## config.mk

```make
export PLATFORM = sky130hd
export DESIGN_NAME = ppm_pin_mux
export DESIGN_NICKNAME = d
export VERILOG_FILES = /design/src/verilog/ppm_pkg.sv /design/src/verilog/ppm_pin_mux.sv /design/src/verilog/ppm_ctrl_reg.sv /design/src/verilog/ppm_apb_slave.sv
export SDC_FILE = /design/constraint.sdc
export NUM_CORES = 1
export LEC_CHECK = 0
export ABC_AREA = 0
export BUFFER_PORTS_ARGS = -buffer_cell sky130_fd_sc_hd__buf_2
export CAP_MARGIN = 0
export CORE_UTILIZATION = 40
export CTS_BUF_LIST = sky130_fd_sc_hd__clkbuf_4
export DETAILED_ROUTE_END_ITERATION = 12
export PLACE_DENSITY = 0.66
export SLEW_MARGIN = 20
export SYNTH_ARGS = -nofsm -noshare
export SYNTH_HDL_FRONTEND = slang
export SYNTH_SLANG_ARGS = --single-unit
```

## constraint.sdc

```tcl
create_clock -name clock -period 2.7 [get_ports clock]
set_input_delay 0.27 -clock clock [delete_from_list [all_inputs] [get_ports clock]]
set_output_delay 0.27 -clock clock [all_outputs]
set_load 0.02 [all_outputs]
```

## src/verilog/ppm_pkg.sv

```systemverilog
/*
 Package for the port pin function multiplexer: APB register map, field layouts, reset values
 and the packed structs that carry the pin and peripheral groups.
 Assumes a 32-bit APB master on the register side.
*/
`default_nettype none
package ppm_pkg;
   // Register byte addresses.
   localparam logic [7:0] port1_output_addr = 8'h00;
   localparam logic [7:0] port1_direction_addr = 8'h04;
   localparam logic [7:0] port1_select_addr = 8'h08;
   localparam logic [7:0] port2_output_addr = 8'h0c;
   localparam logic [7:0] port2_direction_addr = 8'h10;
   localparam logic [7:0] port2_select_addr = 8'h14;
   localparam logic [7:0] analog_enable_addr = 8'h18;
   localparam logic [7:0] port1_input_addr = 8'h1c;
   localparam logic [7:0] port2_input_addr = 8'h20;
   localparam logic [7:0] pin_status_addr = 8'h24;
   // Widths.
   localparam int port1_width = 8;
   localparam int port2_width = 4;
   // Reset values: everything cleared, so every pin is a plain input.
   localparam logic [7:0] port1_reset = 8'h00;
   localparam logic [3:0] port2_reset = 4'h0;
   // Value a digital read returns for a pin whose input buffer is off.
   localparam logic disabled_input_value = 1'b0;
   // Field positions in the pin status register.
   localparam int status_test_port_bit = 0;
   localparam int status_analog_lsb = 4;
   // Unmapped reads return this.
   localparam logic [31:0] unmapped_read_value = 32'h0000_0000;

   // One bit per pad: eight first-port pins and four second-port pins.
   typedef struct packed {
      logic [7:0] port1;
      logic [3:0] port2;
   } ppm_pins_t;

   // Signals from peripherals that may drive pins.
   typedef struct packed {
      logic converter_clock_out;
      logic subsystem_master_clock;
      logic auxiliary_clock;
      logic timer_compare_out_ch0;
      logic timer_compare_out_ch1;
      logic timer_compare_out_ch2;
      logic test_data_out;
      logic test_data_out_enable;
   } ppm_periph_out_t;

   // Signals delivered to peripherals from pins.
   typedef struct packed {
      logic timer_external_clock_in;
      logic timer_alternate_clock_in;
      logic capture_in_a_ch0;
      logic capture_in_a_ch1;
      logic capture_in_a_ch2;
      logic capture_in_b_ch0;
      logic capture_in_b_ch1;
      logic test_clock_in;
      logic test_mode_select_in;
      logic test_data_in;
      logic test_clock_input;
   } ppm_periph_in_t;
endpackage
`default_nettype wire

```

## src/verilog/ppm_pin_mux.sv

```systemverilog
/*
 Port pin function multiplexer for first-port pins 0..7 and second-port pins 0..3.
 Holds the port control bytes behind APB and routes each pad to plain I/O, a timer,
 clock, test-port or converter function. Assumes pad inputs already synchronous.
*/
// What this block does
// Select 0: plain I/O, direction sets in/out
// Reset clears select, direction, analog enable
// Port1 bit0: timer clock in or converter clock
// Port1 bits1-3: capture A in or compare out
// Port1 bit4 clock out, bits5-6 compare out
// Port1 bit7 drives compare channel 2
// Test port active: bits4-7 carry test signals
// Test logic governs bits4-7 direction then
// Port2 bit0 aux clock; bit2 capture B/compare0
// Port2 bit1: alternate clock in or clock out
// Port2 bit3: capture B1 in or compare1 out
// Analog enable makes port2 pin analog input
// Analog enable turns off output driver
// Analog enable turns off digital input buffer
// Test/analog first, then select, then I/O
`default_nettype none
module ppm_pin_mux (
   input wire logic clock,
   input wire logic reset,
   input wire logic psel,
   input wire logic penable,
   input wire logic pwrite,
   input wire logic [7:0] paddr,
   input wire logic [31:0] pwdata,
   output logic [31:0] prdata,
   output logic pready,
   output logic pslverr,
   input wire ppm_pkg::ppm_pins_t pad_in,
   output ppm_pkg::ppm_pins_t pad_out,
   output ppm_pkg::ppm_pins_t pad_oe,
   input wire logic test_port_active,
   input wire ppm_pkg::ppm_periph_out_t periph_out,
   output ppm_pkg::ppm_periph_in_t periph_in,
   output logic [3:0] converter_analog_select,
   output logic negative_external_reference
);
   ////////////////////////////////////////////////////////////////////////////////////////
   // Control registers.
   logic write_strobe;
   logic [7:0] port1_output_bits;
   logic [7:0] port1_direction_bits;
   logic [7:0] port1_function_select_bits;
   logic [3:0] port2_output_bits;
   logic [3:0] port2_direction_bits;
   logic [3:0] port2_function_select_bits;
   logic [3:0] converter_analog_enable_bits;
   logic [6:0] reg_write;
   logic [31:0] read_value;
   logic read_hit;
   logic [7:0] port1_input_view;
   logic [3:0] port2_input_view;

   // Write decode, one strobe per control byte.
   always_comb begin
      reg_write = 7'h00;
      if (write_strobe) begin
         reg_write[0] = paddr == ppm_pkg::port1_output_addr;
         reg_write[1] = paddr == ppm_pkg::port1_direction_addr;
         reg_write[2] = paddr == ppm_pkg::port1_select_addr;
         reg_write[3] = paddr == ppm_pkg::port2_output_addr;
         reg_write[4] = paddr == ppm_pkg::port2_direction_addr;
         reg_write[5] = paddr == ppm_pkg::port2_select_addr;
         reg_write[6] = paddr == ppm_pkg::analog_enable_addr;
      end
   end

   // All control bytes reset to the cleared default, so every pin is plain I/O input.
   ppm_ctrl_reg #(.width(8), .reset_value(ppm_pkg::port1_reset)) u_p1_out (
      .clock(clock), .reset(reset), .write_strobe(reg_write[0]),
      .write_data(pwdata[7:0]), .value(port1_output_bits));
   ppm_ctrl_reg #(.width(8), .reset_value(ppm_pkg::port1_reset)) u_p1_dir (
      .clock(clock), .reset(reset), .write_strobe(reg_write[1]),
      .write_data(pwdata[7:0]), .value(port1_direction_bits));
   ppm_ctrl_reg #(.width(8), .reset_value(ppm_pkg::port1_reset)) u_p1_sel (
      .clock(clock), .reset(reset), .write_strobe(reg_write[2]),
      .write_data(pwdata[7:0]), .value(port1_function_select_bits));
   ppm_ctrl_reg #(.width(4), .reset_value(ppm_pkg::port2_reset)) u_p2_out (
      .clock(clock), .reset(reset), .write_strobe(reg_write[3]),
      .write_data(pwdata[3:0]), .value(port2_output_bits));
   ppm_ctrl_reg #(.width(4), .reset_value(ppm_pkg::port2_reset)) u_p2_dir (
      .clock(clock), .reset(reset), .write_strobe(reg_write[4]),
      .write_data(pwdata[3:0]), .value(port2_direction_bits));
   ppm_ctrl_reg #(.width(4), .reset_value(ppm_pkg::port2_reset)) u_p2_sel (
      .clock(clock), .reset(reset), .write_strobe(reg_write[5]),
      .write_data(pwdata[3:0]), .value(port2_function_select_bits));
   ppm_ctrl_reg #(.width(4), .reset_value(ppm_pkg::port2_reset)) u_ae (
      .clock(clock), .reset(reset), .write_strobe(reg_write[6]),
      .write_data(pwdata[3:0]), .value(converter_analog_enable_bits));

   ////////////////////////////////////////////////////////////////////////////////////////
   // Register read path.
   always_comb begin
      read_hit = 1'b1;
      read_value = 32'h0000_0000;
      case (paddr)
         ppm_pkg::port1_output_addr: read_value[7:0] = port1_output_bits;
         ppm_pkg::port1_direction_addr: read_value[7:0] = port1_direction_bits;
         ppm_pkg::port1_select_addr: read_value[7:0] = port1_function_select_bits;
         ppm_pkg::port2_output_addr: read_value[3:0] = port2_output_bits;
         ppm_pkg::port2_direction_addr: read_value[3:0] = port2_direction_bits;
         ppm_pkg::port2_select_addr: read_value[3:0] = port2_function_select_bits;
         ppm_pkg::analog_enable_addr: read_value[3:0] = converter_analog_enable_bits;
         ppm_pkg::port1_input_addr: read_value[7:0] = port1_input_view;
         ppm_pkg::port2_input_addr: read_value[3:0] = port2_input_view;
         ppm_pkg::pin_status_addr: begin
            read_value[ppm_pkg::status_test_port_bit] = test_port_active;
            read_value[ppm_pkg::status_analog_lsb +: 4] = converter_analog_enable_bits;
         end
         default: read_hit = 1'b0;
      endcase
   end

   ppm_apb_slave u_apb (
      .clock(clock),
      .reset(reset),
      .psel(psel),
      .penable(penable),
      .pwrite(pwrite),
      .paddr(paddr),
      .read_value(read_value),
      .read_hit(read_hit),
      .write_strobe(write_strobe),
      .prdata(prdata),
      .pready(pready),
      .pslverr(pslverr)
   );

   ////////////////////////////////////////////////////////////////////////////////////////
   // Per-pin output selection. Each pad gets a level and an enable, registered below.
   ppm_pkg::ppm_pins_t next_pad_out;
   ppm_pkg::ppm_pins_t next_pad_oe;
   ppm_pkg::ppm_periph_in_t next_periph_in;
   logic [7:0] next_p1_in;
   logic [3:0] next_p2_in;
   logic [7:0] p1_alt_out;
   logic [3:0] p2_alt_out;

   // Peripheral signal each pin drives when selected as output.
   always_comb begin
      p1_alt_out[0] = periph_out.converter_clock_out;
      p1_alt_out[1] = periph_out.timer_compare_out_ch0;
      p1_alt_out[2] = periph_out.timer_compare_out_ch1;
      p1_alt_out[3] = periph_out.timer_compare_out_ch2;
      p1_alt_out[4] = periph_out.subsystem_master_clock;
      p1_alt_out[5] = periph_out.timer_compare_out_ch0;
      p1_alt_out[6] = periph_out.timer_compare_out_ch1;
      p1_alt_out[7] = periph_out.timer_compare_out_ch2;
      p2_alt_out[0] = periph_out.auxiliary_clock;
      p2_alt_out[1] = periph_out.subsystem_master_clock;
      p2_alt_out[2] = periph_out.timer_compare_out_ch0;
      p2_alt_out[3] = periph_out.timer_compare_out_ch1;
   end

   // First port: test port owns bits 4..7 above everything; then select; then plain I/O.
   genvar i;
   generate
      for (i = 0; i < ppm_pkg::port1_width; i++) begin : g_p1
         always_comb begin
            if (test_port_active && i >= 4) begin
               // The test access logic decides direction: only the data-out pin drives.
               next_pad_oe.port1[i] = (i == 7) ? periph_out.test_data_out_enable : 1'b0;
               next_pad_out.port1[i] = (i == 7) ? periph_out.test_data_out : 1'b0;
            end else if (port1_function_select_bits[i]) begin
               next_pad_oe.port1[i] = port1_direction_bits[i];
               next_pad_out.port1[i] = p1_alt_out[i];
            end else begin
               next_pad_oe.port1[i] = port1_direction_bits[i];
               next_pad_out.port1[i] = port1_output_bits[i];
            end
            next_p1_in[i] = pad_in.port1[i];
         end
      end
      // Second port: analog enable wins, kills both driver and input buffer.
      for (i = 0; i < ppm_pkg::port2_width; i++) begin : g_p2
         always_comb begin
            if (converter_analog_enable_bits[i]) begin
               next_pad_oe.port2[i] = 1'b0;
               next_pad_out.port2[i] = 1'b0;
               next_p2_in[i] = ppm_pkg::disabled_input_value;
            end else if (port2_function_select_bits[i]) begin
               next_pad_oe.port2[i] = port2_direction_bits[i];
               next_pad_out.port2[i] = p2_alt_out[i];
               next_p2_in[i] = pad_in.port2[i];
            end else begin
               next_pad_oe.port2[i] = port2_direction_bits[i];
               next_pad_out.port2[i] = port2_output_bits[i];
               next_p2_in[i] = pad_in.port2[i];
            end
         end
      end
   endgenerate

   // Peripheral inputs. An input not selected reads the fixed disabled value, so a
   // peripheral never sees a pad it does not own; this costs nothing and avoids glitches.
   always_comb begin
      logic p1_in_sel;
      p1_in_sel = 1'b0;
      next_periph_in = '0;
      p1_in_sel = port1_function_select_bits[0] & ~port1_direction_bits[0];
      next_periph_in.timer_external_clock_in = p1_in_sel & next_p1_in[0];
      next_periph_in.capture_in_a_ch0 =
         port1_function_select_bits[1] & ~port1_direction_bits[1] & next_p1_in[1];
      next_periph_in.capture_in_a_ch1 =
         port1_function_select_bits[2] & ~port1_direction_bits[2] & next_p1_in[2];
      next_periph_in.capture_in_a_ch2 =
         port1_function_select_bits[3] & ~port1_direction_bits[3] & next_p1_in[3];
      next_periph_in.timer_alternate_clock_in = port2_function_select_bits[1]
         & ~port2_direction_bits[1] & next_p2_in[1];
      next_periph_in.capture_in_b_ch0 = port2_function_select_bits[2]
         & ~port2_direction_bits[2] & next_p2_in[2];
      next_periph_in.capture_in_b_ch1 = port2_function_select_bits[3]
         & ~port2_direction_bits[3] & next_p2_in[3];
      next_periph_in.test_clock_in = test_port_active & next_p1_in[4];
      next_periph_in.test_mode_select_in = test_port_active & next_p1_in[5];
      next_periph_in.test_data_in = test_port_active & next_p1_in[6];
      next_periph_in.test_clock_input = test_port_active & next_p1_in[6];
   end

   ////////////////////////////////////////////////////////////////////////////////////////
   // Output registers: every pad, peripheral and converter output comes from a flip-flop, one cycle after its cause.
   always_ff @(posedge clock) begin
      if (reset) begin
         pad_out <= '0;
         pad_oe <= '0;
         periph_in <= '0;
         port1_input_view <= 8'h00;
         port2_input_view <= 4'h0;
         converter_analog_select <= 4'h0;
         negative_external_reference <= 1'b0;
      end else begin
         pad_out <= next_pad_out;
         pad_oe <= next_pad_oe;
         periph_in <= next_periph_in;
         port1_input_view <= next_p1_in;
         port2_input_view <= next_p2_in;
         converter_analog_select <= converter_analog_enable_bits;
         negative_external_reference <= converter_analog_enable_bits[3];
      end
   end
endmodule
`default_nettype wire

```

## src/verilog/ppm_ctrl_reg.sv

```systemverilog
/*
 Generic resettable control register used for each port control byte.
 Assumes a synchronous active-high reset and a one-cycle write strobe.
*/
`default_nettype none
module ppm_ctrl_reg #(
   parameter int width = 8,
   parameter logic [width-1:0] reset_value = '0
) (
   input wire logic clock,
   input wire logic reset,
   input wire logic write_strobe,
   input wire logic [width-1:0] write_data,
   output logic [width-1:0] value
);
   logic [width-1:0] next_value;

   // Software write replaces the byte; reset restores the cleared default.
   always_comb begin
      next_value = value;
      if (write_strobe) begin
         next_value = write_data;
      end
   end

   always_ff @(posedge clock) begin
      if (reset) begin
         value <= reset_value;
      end else begin
         value <= next_value;
      end
   end
endmodule
`default_nettype wire

```

## src/verilog/ppm_apb_slave.sv

```systemverilog
/*
 APB slave front end: decodes setup/access phases into a one-cycle write strobe and
 registers read data. Answers every access with zero wait states and pslverr on unmapped.
 Assumes the master holds the request stable through the access phase.
*/
`default_nettype none
module ppm_apb_slave (
   input wire logic clock,
   input wire logic reset,
   input wire logic psel,
   input wire logic penable,
   input wire logic pwrite,
   input wire logic [7:0] paddr,
   input wire logic [31:0] read_value,
   input wire logic read_hit,
   output logic write_strobe,
   output logic [31:0] prdata,
   output logic pready,
   output logic pslverr
);
   logic access;
   logic [31:0] next_prdata;
   logic next_pslverr;

   // Access phase: ready is given in the first access cycle, so no wait states.
   assign access = psel & penable;
   assign write_strobe = access & pwrite;
   assign pready = 1'b1;

   // Read data is captured in the setup cycle so it is stable in the access cycle.
   always_comb begin
      next_prdata = prdata;
      next_pslverr = 1'b0;
      if (psel && !penable) begin
         next_prdata = read_hit ? read_value : ppm_pkg::unmapped_read_value;
         next_pslverr = !read_hit;
      end
   end

   always_ff @(posedge clock) begin
      if (reset) begin
         prdata <= ppm_pkg::unmapped_read_value;
         pslverr <= 1'b0;
      end else begin
         prdata <= next_prdata;
         pslverr <= next_pslverr;
      end
   end
   // Ignore paddr here: decode of writes is done by the caller.
   logic unused_paddr;
   assign unused_paddr = ^paddr;
endmodule
`default_nettype wire

```

After elaboration in Yosys (flattened, before gate mapping):

Cells that the tools add are included.

* register bits: 124
* input bits: 66
* logic and storage cells: 106

* equality and inequality tests: 9
* mux-type cells: 23
* bitwise logic cells: 27
* reduce and logical (&&, ||, !) cells: 11

Operator list (number)
* $eq 8x5->1 const B: 4
* $pmux 3 s9: 1
* $pmux 4 s5: 1
* $and 1x1->1: 19
* $mux 1: 18
* $eq 8x4->1 const B: 2
* $eq 8x6->1 const B: 2
* $reduce_or 2->1: 6
* $pmux 1 s10: 1
* $reduce_or 10->1: 1
* $eq 8x3->1 const B: 1
* $logic_not 8->1: 1
* $mux 8: 1
* $not 1->1: 8
* $mux 7: 1
* $logic_not 1->1: 2
* $logic_and 1x1->1: 1

Depth between registers and ports, before layout:

* depth after elaboration: 4
* gate-level depth with buffers: 7
* gate-level depth less buffers: 5

Modules after synthesis:

A second synthesis with hierarchy kept.

* cell total of the unflattened synthesis: 497
* area, all modules: 5296.3 µm²

By module, submodules not included
* ppm_pin_mux: instances 1, cells each 216, area each 2154.6 µm², sequential area each 1001.0 µm²
* ppm_apb_slave: instances 1, cells each 151, area each 1725.4 µm², sequential area each 660.6 µm²
* ppm_ctrl_reg at u_p1_dir ...: instances 3, cells each 26, area each 285.3 µm², sequential area each 160.2 µm²
* ppm_ctrl_reg at u_ae ...: instances 4, cells each 13, area each 140.1 µm², sequential area each 80.1 µm²

Least setup slack after synthesis:

OpenSTA, ideal clock, no wires.

* path type: in2reg
* start: input paddr[1]
* end: register u_ae.value[0]
* arrival time: 1.531 ns
* setup slack: 1.041 ns
* stages: 5
* path buffers: 1
* path through: or4_4 > buf_6 > nor3_4 > mux2i_1 > nor2_1

* word-level cells in the longest chain between the ends: 2

RTL lines
* start, declared: RTL line ppm_pin_mux.sv:29 `input wire logic [7:0] paddr,`
* $eq 8x5->1: RTL line ppm_pin_mux.sv:69 `reg_write[6] = paddr == ppm_pkg::analog_enable_addr;`
* $mux 7: RTL line ppm_pin_mux.sv:62 `if (write_strobe) begin`
* end signal, assigned: RTL line ppm_ctrl_reg.sv:28 `value <= reset_value;`
* end signal, assigned: RTL line ppm_ctrl_reg.sv:30 `value <= next_value;`
* end, declared: RTL line ppm_ctrl_reg.sv:14 `output logic [width-1:0] value`

No other way between the ends.
A chain may end at the register's enable or synchronous reset.

Final worst setup path:

* start: register u_p1_sel.value[3]
* end: register u_apb.prdata[3]

* word-level cells in the longest chain between the ends: 2

RTL lines
* start, declared: RTL line ppm_ctrl_reg.sv:14
* start signal, assigned: RTL line ppm_ctrl_reg.sv:28
* start signal, assigned: RTL line ppm_ctrl_reg.sv:30
* $pmux 3 s9: RTL line ppm_pin_mux.sv:101 `case (paddr)`
* $mux 8: RTL line ppm_apb_slave.sv:35 `next_prdata = read_hit ? read_value : ppm_pkg::unmapped_read_value;`
* end signal, assigned: RTL line ppm_apb_slave.sv:42 `prdata <= ppm_pkg::unmapped_read_value;`
* end signal, assigned: RTL line ppm_apb_slave.sv:45 `prdata <= next_prdata;`
* end, declared: RTL line ppm_apb_slave.sv:17 `output logic [31:0] prdata,`

No other way between the ends.

==> flow_metrics.tcl <==
set metrics [dict create \
    status "complete, no violations" \
    dp_cells 643 \
    path_buf_inv 0 \
    firstDrtPassIters 4 \
    fin_crit_sh_pct 64.4 \
    whs_path_depth 2 \
    place.gp.congestion 0.845 \
    root_buffer "clkbuf_4" \
    arrival_ns 2.10 \
    drive_gt1_share_pct 24.1 \
    route.vias.total 3359 \
    setup_viol 0 \
    synth-edff-count 0 \
    yosysWarningCount 0 \
    synthesis.area_sq_um 4120 \
    synthArstFlopShare_pct 0 \
    cp_data_required_time_ns 3.06 \
    cts.sink_count 99 \
    postCtsHoldBufs 0 \
    io_pins 140 \
    ctsResizeCount 0 \
    instances_no_fill 659 \
    cp-end-kind "flop" \
    antenna_left 0 \
    grt_max_degree 26 \
    n_fill_cell 974 \
    die_h_microns 103 \
    max-cap-violations 0 \
    crit_type "flop to flop" \
    yosys-top-cells-area "dfxtp_1 48%, mux2i_1 10%, buf_4 5.3%" \
    syn_area_per_cell_sq_um 9.40 \
    clk_latency_ns 0.45 \
    finalMaxSlewViolations 0 \
    grt_use_total_pct 19.6 \
    fmax_mhz 575 \
    ys.flop_type "dfxtp_1" \
    cpPeakStageDelay_ns 0.46 \
    pwr_density_cell_nw_per_um2 517 \
    path_max_fanout 4 \
    overflow 0 \
    fp.dieW_microns 103 \
    postCtsSetupBuffers 0 \
    dp_hpwl_microns 7620 \
    seq_area_sq_um 1980 \
    dieArea_sq_um 10700 \
    cp-start-kind "flop" \
    routed_via_density 5.10 \
    clk_transition_reported_paths_ns 0.15 \
    ys_ff_latch 99 \
    final_nets 587 \
    layout_setup_ws_ns 0.960 \
    slew_headroom_pct 58.4 \
    period_minus_slack_ns 1.74 \
    antenna_found_initial 0 \
    cts_max_path_buffers 2 \
    area_growth_pct 14.4 \
    tightest_slew_ns 0.619 \
    pre_cts_slack_ns 0.534 \
    p_leak_nw 2.01 \
    rsz0062_at_grt "false" \
    critical-path-top-delay-family "simple AND/OR/NAND/NOR gates" \
    grt_first_pass_wirelength_microns 15600 \
    ir_worst_vdd_mv 0.230 \
    avgRoutedWirePerCell_microns 15.7 \
    fin_skew_ns 0.0207 \
    io_buffers 90 \
    cp_num_cells 5 \
    drt_iter0_markers 137 \
    setup-tns-final_ns 0 \
    yosysTopAreaCellShare_pct 48.2 \
    row_count 36 \
    tritoncts "built" \
    synthCells 438 \
    first_global_vias 3012 \
    cts_max_level 3 \
    core_sq_um 9860 \
    cpMaxStageDelayCell "or3b_2" \
    hp-class "input port to flop" \
    diodes 0 \
    cts_buffers 9 \
    rr_worst_depth 5 \
    cp_cell_sequence "nor3b_1, a31oi_1, or3b_2, a21o_1, a221oi_1" \
    multi_input_area_sq_um 1890 \
    drc 0 \
    ys_types 47 \
    routed_wl_microns 10400 \
    hold_viol 0 \
    synth_seq_area_share_pct 48.2 \
    initial_core_util_pct 41.7 \
    yosysTopAreaCell "dfxtp_1" \
]
==> routing by layer <==
metal	track usage, %	routed length, microns	part of all wire [%]	up-vias
met3	4.37	592	5.7	18
met4	7.69	239	2.3	0
met5	0	0	0	-
li1	-	-	-	1642
met1	26.5	4640	45	1576
met2	30.3	4890	47	123
==> cells in the mapped netlist, drive strengths merged (3+ instances only) <==
| cell type | n |
|---|---|
| a21oi | 30 |
| nor2 | 34 |
| nor2b | 20 |
| nor3b | 4 |
| dfxtp | 99 |
| and3b | 7 |
| nand3 | 29 |
| buf | 40 |
| nand2 | 37 |
| mux2i | 41 |
| a221oi | 4 |
| clkbuf | 12 |
| a32o | 3 |
| a21o | 3 |
| nor4 | 3 |
| a31oi | 3 |
| nor3 | 21 |
| nand2b | 3 |
| and2 | 12 |
| o21ai | 9 |
==> flip-flops by register name (all words and copies together) (netlist names), 8 cells and up <==
| signal | count |
|---|---|
| periph_in | 10 |
| port1_input_view | 8 |
| u_p1_dir.value | 8 |
| u_p1_out.value | 8 |
| u_p1_sel.value | 8 |
| pad_oe | 12 |
| pad_out | 12 |
| u_apb.prdata | 8 |
==> worst paths after layout <==
check / startpoint / to / slack, ns
worst max-delay path: u_p1_sel.value[3] / u_apb.prdata[3] / 0.96
worst min-delay path: pad_in[2] / port2_input_view[2] / 0.04
worst max register to register: u_p1_sel.value[3] / u_apb.prdata[3] / 0.96
worst min register to register: u_p1_dir.value[6] / u_p1_dir.value[6] / 0.46
==> power by group <==
group | total (mW) | switching, mW | internal (mW) | leakage (nW)
clock | 0.760 | 0.474 | 0.286 | 0.0736
sequential | 1.48 | 0.00541 | 1.48 | 0.801
combinational | 0.192 | 0.136 | 0.0564 | 1.13
==> metrics by stage <==
step / utilization [%] / hold WS, ns / cell area, sq um / total power [mW]
floorplan: - / 0.398 / 4200 / 1.66
global placement: 46.4 / 0.445 / 4580 / 1.70
detailed placement: 46.4 / 0.446 / 4580 / 1.70
CTS: 47.7 / 0.0240 / 4710 / 2.45
global route: 47.7 / 0.00351 / 4710 / 2.53
finish: 47.7 / 0.0403 / 4710 / 2.43
==> placed cells by master (no fill, tap or decap), types with 3 or more instances in the layout <==
cell and n:
conb_1 25, nor3_1 18, a21o_1 3, nand2b_1 3, a31oi_1 3, nand3_1 28
a221oi_1 4, a21oi_1 30, clkinv_2 3, and3b_1 7, nor2b_1 20, nor3_4 3
buf_4 11, dfxtp_1 99, nor3b_1 3, nand2_1 37, nor4_1 3, a32o_1 3
nor2_1 33, and2_1 12, o21ai_0 9, mux2i_1 41, clkbuf_4 10, buf_2 90
==> logic make-up (layout without fill, tap and decap cells) <==
kind of cell,after synthesis,count (layout),share of synthesized area (%)
flip-flops,99,99,48.2
multiplexers,43,43,10.8
buffers and inverters,54,119,8.03
AO/OA/AOI/OAI,65,65,9.91
other,2,25,0.182
AND/OR/NAND/NOR,175,175,22.9
==> area by class of cell <==
| class | count | area share, % |
|---|---|---|
| Sequential cell | 99 | 42.1 |
| Multi-Input combinational cell | 308 | 40.1 |
| Timing Repair Buffer | 101 | 11.3 |
| Tap cell | 133 | 3.53 |
| Clock buffer | 10 | 1.59 |
| Clock inverter | 6 | 1.20 |
| Inverter | 2 | 0.159 |
Note: power is estimated with default switching activity, not from simulation.
